## src/pll_scan_pkg.sv

```systemverilog
/*
 Shared constants and types for the transceiver PLL scan-reconfiguration block.
 Assumes a 25 MHz system clock; the scan clock arrives as a pin and is sampled.
*/
package pll_scan_pkg;
  localparam int NUM_PLLS = 2;
  localparam int CHAIN_LEN = 18;
  localparam int CNT_W = 5;
  localparam int SYNC_STAGES = 2;
  // Scan chain field layout: multiplier, divider, rate select
  localparam int MULT_LSB = 0;
  localparam int MULT_W = 8;
  localparam int DIV_LSB = 8;
  localparam int DIV_W = 8;
  localparam int RATE_LSB = 16;
  localparam int RATE_W = 2;
  localparam logic [CHAIN_LEN-1:0] CHAIN_RESET = 18'h0_0101;
  localparam logic [CNT_W-1:0] DONE_HOLD_CYCLES = 5'h04;

  typedef enum logic [1:0] {
    ST_IDLE = 2'b00,
    ST_UPDATE = 2'b01,
    ST_DONE = 2'b11
  } upd_state_t;

  // Settings a PLL delivers to every channel it clocks
  typedef struct packed {
    logic [RATE_W-1:0] rate;
    logic [DIV_W-1:0] div;
    logic [MULT_W-1:0] mult;
  } pll_cfg_t;

  // One PLL's sampled scan-side inputs
  typedef struct packed {
    logic scanclk;
    logic scanclkena;
    logic scandata;
    logic configupdate;
    logic areset;
  } scan_pins_t;
endpackage

```

## src/pll_scan_lane.sv

```systemverilog
/*
 One PLL's scan chain: shift register, shadow settings and done handshake.
 Assumes inputs are already synchronised to clk_sys_in.
*/
`timescale 1ns/1ps
module pll_scan_lane (
  input wire logic clk_sys_in,                    // System clock
  input wire logic arst_n_in,                     // Async reset, active low
  input wire pll_scan_pkg::scan_pins_t pins_in,   // Synchronised scan pins
  output logic scandataout_out,                   // Chain tail, registered
  output logic reconfig_done_out,                 // Reprogramming finished
  output pll_scan_pkg::pll_cfg_t cfg_out          // Active PLL settings
);
  logic clk_d_r, clk_d_nxt;
  logic [pll_scan_pkg::CHAIN_LEN-1:0] chain_r, chain_nxt;
  pll_scan_pkg::pll_cfg_t cfg_r, cfg_nxt;
  pll_scan_pkg::upd_state_t st_r, st_nxt;
  logic [pll_scan_pkg::CNT_W-1:0] cnt_r, cnt_nxt;
  logic done_r, done_nxt;
  logic rise;

  function automatic pll_scan_pkg::pll_cfg_t decode(input logic [pll_scan_pkg::CHAIN_LEN-1:0] c);
    pll_scan_pkg::pll_cfg_t r;
    r.mult = c[pll_scan_pkg::MULT_LSB +: pll_scan_pkg::MULT_W];
    r.div = c[pll_scan_pkg::DIV_LSB +: pll_scan_pkg::DIV_W];
    r.rate = c[pll_scan_pkg::RATE_LSB +: pll_scan_pkg::RATE_W];
    return r;
  endfunction

  //////////////////////////////////////////////////////////////////////////////
  always_comb begin
    rise = pins_in.scanclk & ~clk_d_r;
    clk_d_nxt = pins_in.scanclk;
    chain_nxt = chain_r;
    cfg_nxt = cfg_r;
    st_nxt = st_r;
    cnt_nxt = cnt_r;
    done_nxt = done_r;
    // Shift only on enabled edges; chain runs MSB in, LSB out
    if (rise && pins_in.scanclkena) begin
      chain_nxt = {pins_in.scandata, chain_r[pll_scan_pkg::CHAIN_LEN-1:1]};
    end
    case (st_r)
      pll_scan_pkg::ST_IDLE: begin
        if (pins_in.configupdate) begin
          st_nxt = pll_scan_pkg::ST_UPDATE;
        end
      end
      pll_scan_pkg::ST_UPDATE: begin
        // Only the PLL settings load; channel settings live elsewhere
        cfg_nxt = decode(chain_r);
        cnt_nxt = pll_scan_pkg::DONE_HOLD_CYCLES;
        st_nxt = pll_scan_pkg::ST_DONE;
      end
      pll_scan_pkg::ST_DONE: begin
        done_nxt = 1'b1;
        if (cnt_r != '0) begin
          cnt_nxt = cnt_r - 1'b1;
        end else if (!pins_in.configupdate) begin
          st_nxt = pll_scan_pkg::ST_IDLE;
        end
      end
      default: st_nxt = pll_scan_pkg::ST_IDLE;
    endcase
    // Done stays high until the next scan or the PLL reset clears it
    if ((rise && pins_in.scanclkena) || pins_in.areset) begin
      done_nxt = 1'b0;
    end
  end

  always_ff @(posedge clk_sys_in or negedge arst_n_in) begin
    if (!arst_n_in) begin
      clk_d_r <= 1'b0;
      chain_r <= pll_scan_pkg::CHAIN_RESET;
      cfg_r <= pll_scan_pkg::pll_cfg_t'(pll_scan_pkg::CHAIN_RESET);
      st_r <= pll_scan_pkg::ST_IDLE;
      cnt_r <= '0;
      done_r <= 1'b0;
    end else begin
      clk_d_r <= clk_d_nxt;
      chain_r <= chain_nxt;
      cfg_r <= cfg_nxt;
      st_r <= st_nxt;
      cnt_r <= cnt_nxt;
      done_r <= done_nxt;
    end
  end

  assign scandataout_out = chain_r[0];
  assign reconfig_done_out = done_r;
  assign cfg_out = cfg_r;
endmodule

```

## src/pll_scan_reconfig.sv

```systemverilog
/*
 Transceiver PLL scan-reconfiguration target: one scan lane per PLL, reset
 handling and per-channel rate fan-out.
 Assumes an external controller drives scan pins from its own clock; all of
 them are treated as asynchronous and pass two flip-flops.
*/
// Functional notes
// - Channels clocked by a reprogrammed PLL follow its new data rate.
// - PLL reprogramming leaves other channel settings untouched.
// - Every scan port carries one bit per PLL, top index count minus one.
// - PLL takes reconfiguration bits on its serial scan data input.
// - Scan activity happens only while scan clock enable is high.
// - PLL raises reconfiguration-complete when reprogramming finishes.
// - Internal scan-complete drives the done output the controller reads.
// - PLL shifts its current configuration out on scan data output.
`timescale 1ns/1ps
module pll_scan_reconfig (
  input wire logic clk_sys_in,                                        // System clock, 25 MHz
  input wire logic arst_n_in,                                         // Async reset, active low
  input wire logic [pll_scan_pkg::NUM_PLLS-1:0] pll_areset_in,        // PLL reset per PLL
  input wire logic [pll_scan_pkg::NUM_PLLS-1:0] pll_scandata_in,      // Serial scan data
  input wire logic [pll_scan_pkg::NUM_PLLS-1:0] pll_scanclk_in,       // Scan clock
  input wire logic [pll_scan_pkg::NUM_PLLS-1:0] pll_scanclkena_in,    // Scan clock enable
  input wire logic [pll_scan_pkg::NUM_PLLS-1:0] pll_configupdate_in,  // Config update strobe
  output logic [pll_scan_pkg::NUM_PLLS-1:0] pll_reconfig_done_out,    // Reprogramming done
  output logic [pll_scan_pkg::NUM_PLLS-1:0] pll_scandataout_out,      // Config read-back
  output logic [pll_scan_pkg::NUM_PLLS-1:0] pll_locked_out,           // PLL out of reset
  output pll_scan_pkg::pll_cfg_t [pll_scan_pkg::NUM_PLLS-1:0] chan_cfg_out // Rate seen by channels
);
  localparam int N = pll_scan_pkg::NUM_PLLS;

  // Two stages per pin; stage one feeds only stage two
  pll_scan_pkg::scan_pins_t [N-1:0] meta_r, meta_nxt;
  pll_scan_pkg::scan_pins_t [N-1:0] sync_r, sync_nxt;
  logic [N-1:0] done_w, sdo_w;
  pll_scan_pkg::pll_cfg_t [N-1:0] cfg_w;
  logic [N-1:0] done_r, done_nxt;
  logic [N-1:0] sdo_r, sdo_nxt;
  logic [N-1:0] lock_r, lock_nxt;
  pll_scan_pkg::pll_cfg_t [N-1:0] chan_r, chan_nxt;

  //////////////////////////////////////////////////////////////////////////////
  always_comb begin
    for (int i = 0; i < N; i++) begin
      meta_nxt[i].scanclk = pll_scanclk_in[i];
      meta_nxt[i].scanclkena = pll_scanclkena_in[i];
      meta_nxt[i].scandata = pll_scandata_in[i];
      meta_nxt[i].configupdate = pll_configupdate_in[i];
      meta_nxt[i].areset = pll_areset_in[i];
    end
    sync_nxt = meta_r;
  end

  always_ff @(posedge clk_sys_in or negedge arst_n_in) begin
    if (!arst_n_in) begin
      meta_r <= '0;
      sync_r <= '0;
    end else begin
      meta_r <= meta_nxt;
      sync_r <= sync_nxt;
    end
  end

  //////////////////////////////////////////////////////////////////////////////
  for (genvar g = 0; g < N; g++) begin : g_lane
    pll_scan_lane u_lane (
      .clk_sys_in(clk_sys_in),
      .arst_n_in(arst_n_in),
      .pins_in(sync_r[g]),
      .scandataout_out(sdo_w[g]),
      .reconfig_done_out(done_w[g]),
      .cfg_out(cfg_w[g])
    );
  end

  //////////////////////////////////////////////////////////////////////////////
  // New settings reach channels only while the PLL sits in reset, so no
  // channel sees a half-updated rate.
  always_comb begin
    done_nxt = done_w;
    sdo_nxt = sdo_w;
    chan_nxt = chan_r;
    for (int i = 0; i < N; i++) begin
      lock_nxt[i] = ~sync_r[i].areset;
      if (sync_r[i].areset) begin
        chan_nxt[i] = cfg_w[i];
      end
    end
  end

  always_ff @(posedge clk_sys_in or negedge arst_n_in) begin
    if (!arst_n_in) begin
      done_r <= '0;
      sdo_r <= '0;
      lock_r <= '0;
      chan_r <= {N{pll_scan_pkg::pll_cfg_t'(pll_scan_pkg::CHAIN_RESET)}};
    end else begin
      done_r <= done_nxt;
      sdo_r <= sdo_nxt;
      lock_r <= lock_nxt;
      chan_r <= chan_nxt;
    end
  end

  assign pll_reconfig_done_out = done_r;
  assign pll_scandataout_out = sdo_r;
  assign pll_locked_out = lock_r;
  assign chan_cfg_out = chan_r;
endmodule

```

## config.mk

```make
export PLATFORM = sky130hd
export DESIGN_NAME = pll_scan_reconfig
export DESIGN_NICKNAME = d
export VERILOG_FILES = /design/src/pll_scan_pkg.sv /design/src/pll_scan_lane.sv /design/src/pll_scan_reconfig.sv
export SDC_FILE = /design/constraint.sdc
export NUM_CORES = 1
export LEC_CHECK = 0
export BUFFER_PORTS_ARGS = -buffer_cell sky130_fd_sc_hd__buf_2
export CAP_MARGIN = 25
export CORE_MARGIN = 2
export CORE_UTILIZATION = 45
export DETAILED_ROUTE_END_ITERATION = 7
export PLACE_DENSITY = 0.64
export SETUP_SLACK_MARGIN = 0.15
export SYNTH_ARGS = -nofsm -noshare
export SYNTH_HDL_FRONTEND = slang
export SYNTH_HIERARCHICAL = 1
export SYNTH_SLANG_ARGS = --single-unit
```

## constraint.sdc

```tcl
create_clock -name clk_sys_in -period 1.4 [get_ports clk_sys_in]
set_input_delay 0.28 -clock clk_sys_in [delete_from_list [all_inputs] [get_ports clk_sys_in]]
set_output_delay 0.28 -clock clk_sys_in [all_outputs]
set_load 0.02 [all_outputs]
```

==> flow_metrics.env <==
export IMPL_clock_path_buffers=2
export IMPL_crit_type="flop to flop"
export IMPL_rows=40
export IMPL_violations="setup timing"
export IMPL_die_h_um=116
export IMPL_yosysSeqAreaShare_pct=67.8
export IMPL_syn_cell_area_um2=5630
export IMPL_setup_viol=7
export IMPL_place_congestion=0.759
export IMPL_hp_class="input pin to asynchronous set/reset pin"
export IMPL_p_per_area_nw_per_um2=1970
export IMPL_fin_crit_ps=1470
export IMPL_hold_viol=0
export IMPL_first_iter_violations=78
export IMPL_critPathRequiredTime_ps=1740
export IMPL_cellLeakagePower_uw=0.00365
export IMPL_syn_to_final_growth_pct=32.1
export IMPL_dr_pass1_iters=4
export IMPL_grt_overflow=0
export IMPL_avgSynthCellArea_um2=16.6
export IMPL_final_util_pct=61.4
export IMPL_final_cell_mix="dfrtp_1, mux2_2, buf_6, buf_4, mux2_4"
export IMPL_antenna_found_initial=0
export IMPL_regToRegSetupSlack_ps=-70
export IMPL_worst_path_stages=5
export IMPL_worst_setup_path_start_kind="flop"
export IMPL_synth_area_leaders="dfrtp_1, mux2_2, dfstp_2, mux2_4, a22o_1"
export IMPL_grt_first_pass_wirelength_um=15300
export IMPL_synth_seq_cells=152
export IMPL_die_width_um=116
export IMPL_wl_per_cell_um=14.7
export IMPL_cts_tree="built"
export IMPL_cp_top_family="simple AND/OR/NAND/NOR gates"
export IMPL_grt_pass1_vias=3157
export IMPL_grt_use_total_pct=15.1
export IMPL_place_area_um2=6260
export IMPL_cts_sinks=152
export IMPL_numCtsBuffers=17
export IMPL_vias=3036
export IMPL_coreArea_um2=12100
export IMPL_routed_wl_um=9290
export IMPL_synth_fp_nets=354
export IMPL_yosysWarnings=6
export IMPL_drc=0
export IMPL_grt_setup_unrepaired="true"
export IMPL_postRouteAntennaNets=0
export IMPL_ys_types=28
export IMPL_via_per_inst=4.80
export IMPL_fin_skew_ps=9.39
export IMPL_clk_latency_ps=410
export IMPL_postLayoutSetupSlackWorst_ps=-73.0
export IMPL_max_freq_mhz=679
export IMPL_synth_largest_area_cell="dfrtp_1"
export IMPL_layout_nets=465
export IMPL_critPathBufInv=1
export IMPL_cp_end_kind="flop"
export IMPL_slowest_delay_ps=490
export IMPL_critPathLaunch="g_lane[0].u_lane/cnt_r[1]"
export IMPL_ff2ff_path_depth=5
export IMPL_io_pins=54
export IMPL_slowest_stage="or4b_4"
export IMPL_port_buffers=53
export IMPL_synth_cells=340
export IMPL_root_buffer="clkbuf_16"
export IMPL_start_util_pct=46.5
export IMPL_path_cells="inv_1 -> ha_2 -> or4b_4 -> o21ai_4 -> a22o_1"
export IMPL_dp_final_hpwl_um=5530
export IMPL_final_cell_area_um2=7440
export IMPL_status="finished with violations"
export IMPL_maxCapViolations=0
export IMPL_layout_commonest_cell="dfrtp_1"
export IMPL_die_area_um2=13400
export IMPL_cts_max_level=4
export IMPL_maxSlewViolCount=0
export IMPL_n_antenna_cell=0
export IMPL_power_ir_vdd_worst_mv=0.998
export IMPL_drive_gt1_share_pct=56.5
export IMPL_slew_headroom_pct=74.3
export IMPL_path_clk_slew_ps=60
export IMPL_worstMarginPinSlew_ps=385
export IMPL_timing_rr_end="g_lane[0].u_lane/cnt_r[0]"
export IMPL_netlist_area_leader_share_pct=62.2
export IMPL_period_share_pct=105
export IMPL_crit_path_end="g_lane[0].u_lane/cnt_r[0]"
export IMPL_grt_max_degree=39
export IMPL_reg2reg_from="g_lane[0].u_lane/cnt_r[1]"
export IMPL_cp_max_fo=2
export IMPL_crit_arrival_ps=1820
==> synth_stat cells (all sizes together) <==
cell    number
a21boi       2
nor2b        2
nor2         4
buf         12
nand3b       2
nand2b       2
inv         10
dfstp       12
o21ai        8
nor3         8
a21o         2
nand2        8
o21ba        2
o21a         2
or4b         2
nor4b        2
a22o         6
mux2       108
ha           2
dfrtp      140
a21oi        4
==> logic make-up (layout without fill, tap and decap cells) <==
group | after synthesis | in the layout | synth area share (%)
simple gates | 30 | 30 | 3.11
compound gates | 26 | 26 | 3.29
mux | 108 | 108 | 22.8
buf+inv | 22 | 146 | 2.58
flops | 152 | 152 | 67.8
fa+ha+maj | 2 | 2 | 0.444
==> flip-flops by register name, summed over array words and instances (netlist names) <==
register	flops
g_lane.u_lane/clk_d_r	2
g_lane.u_lane/st_r	4
pll_scandataout_out	2
pll_reconfig_done_out	2
meta_r	10
sync_r	10
chan_cfg_out	36
pll_locked_out	2
g_lane.u_lane/chain_r	36
g_lane.u_lane/cnt_r	10
g_lane.u_lane/cfg_out	36
g_lane.u_lane/reconfig_done_out	2
==> power by group <==
group | switching [µW] | total [µW] | internal, µW
clock | 1640 | 4580 | 2940
combinational | 1730 | 4040 | 2310
sequential | 669 | 6040 | 5370
total | 4040 | 14700 | 10600
==> layout make-up <==
type,count,area [µm²]
clock buffers,24,482
clock inverters,8,119
fillers,973,4670
inverters,10,42.5
multi-input cells,166,1780
flip-flops and latches,152,3820
well taps,168,210
repair buffers,104,988
==> worst min path at each step <==
stage	startpoint	to	slack, ps	depth (start not counted)
floorplan	arst_n_in	chan_cfg_out[10]	-20	0
global placement	arst_n_in	meta_r[3]	210	1
detailed placement	arst_n_in	meta_r[4]	220	1
CTS	arst_n_in	meta_r[4]	340	2
global route	meta_r[5]	sync_r[5]	350	0
finish	arst_n_in	meta_r[4]	330	2
==> routing by layer <==
metal / track usage [%] / vias up / share of wire, %
met5: 0 / - / 0
met4: 7.38 / 0 / 1.8
met3: 4.76 / 11 / 3.0
met2: 23.2 / 40 / 50
met1: 19.5 / 1565 / 45
li1: - / 1420 / -
==> metrics by stage <==
step / TNS (ps) / hold WS, ps / setup WS (ps) / power, µW / std cells
6_report: -259 / 334 / -73.0 / 14700 / 632
4_1_cts: -279 / 338 / -76.5 / 14100 / 619
2_1_floorplan: -38.0 / -15.6 / -19.0 / 8180 / 340
3_5_place_dp: -256 / 217 / -83.8 / 9180 / 568
5_1_grt: -780 / 353 / -130 / 15500 / 632
3_3_place_gp: -21.3 / 214 / -12.3 / 9030 / 568
==> repair_timing <==
item,CTS,global route
setup endpoints to repair,52,84
setup buffers,8,13
pin swaps,12,11
resized for setup,28,64
hold buffers,11,0
hold endpoints to repair,38,0
cloned,0,0
Power figures use the tool's default switching activity.
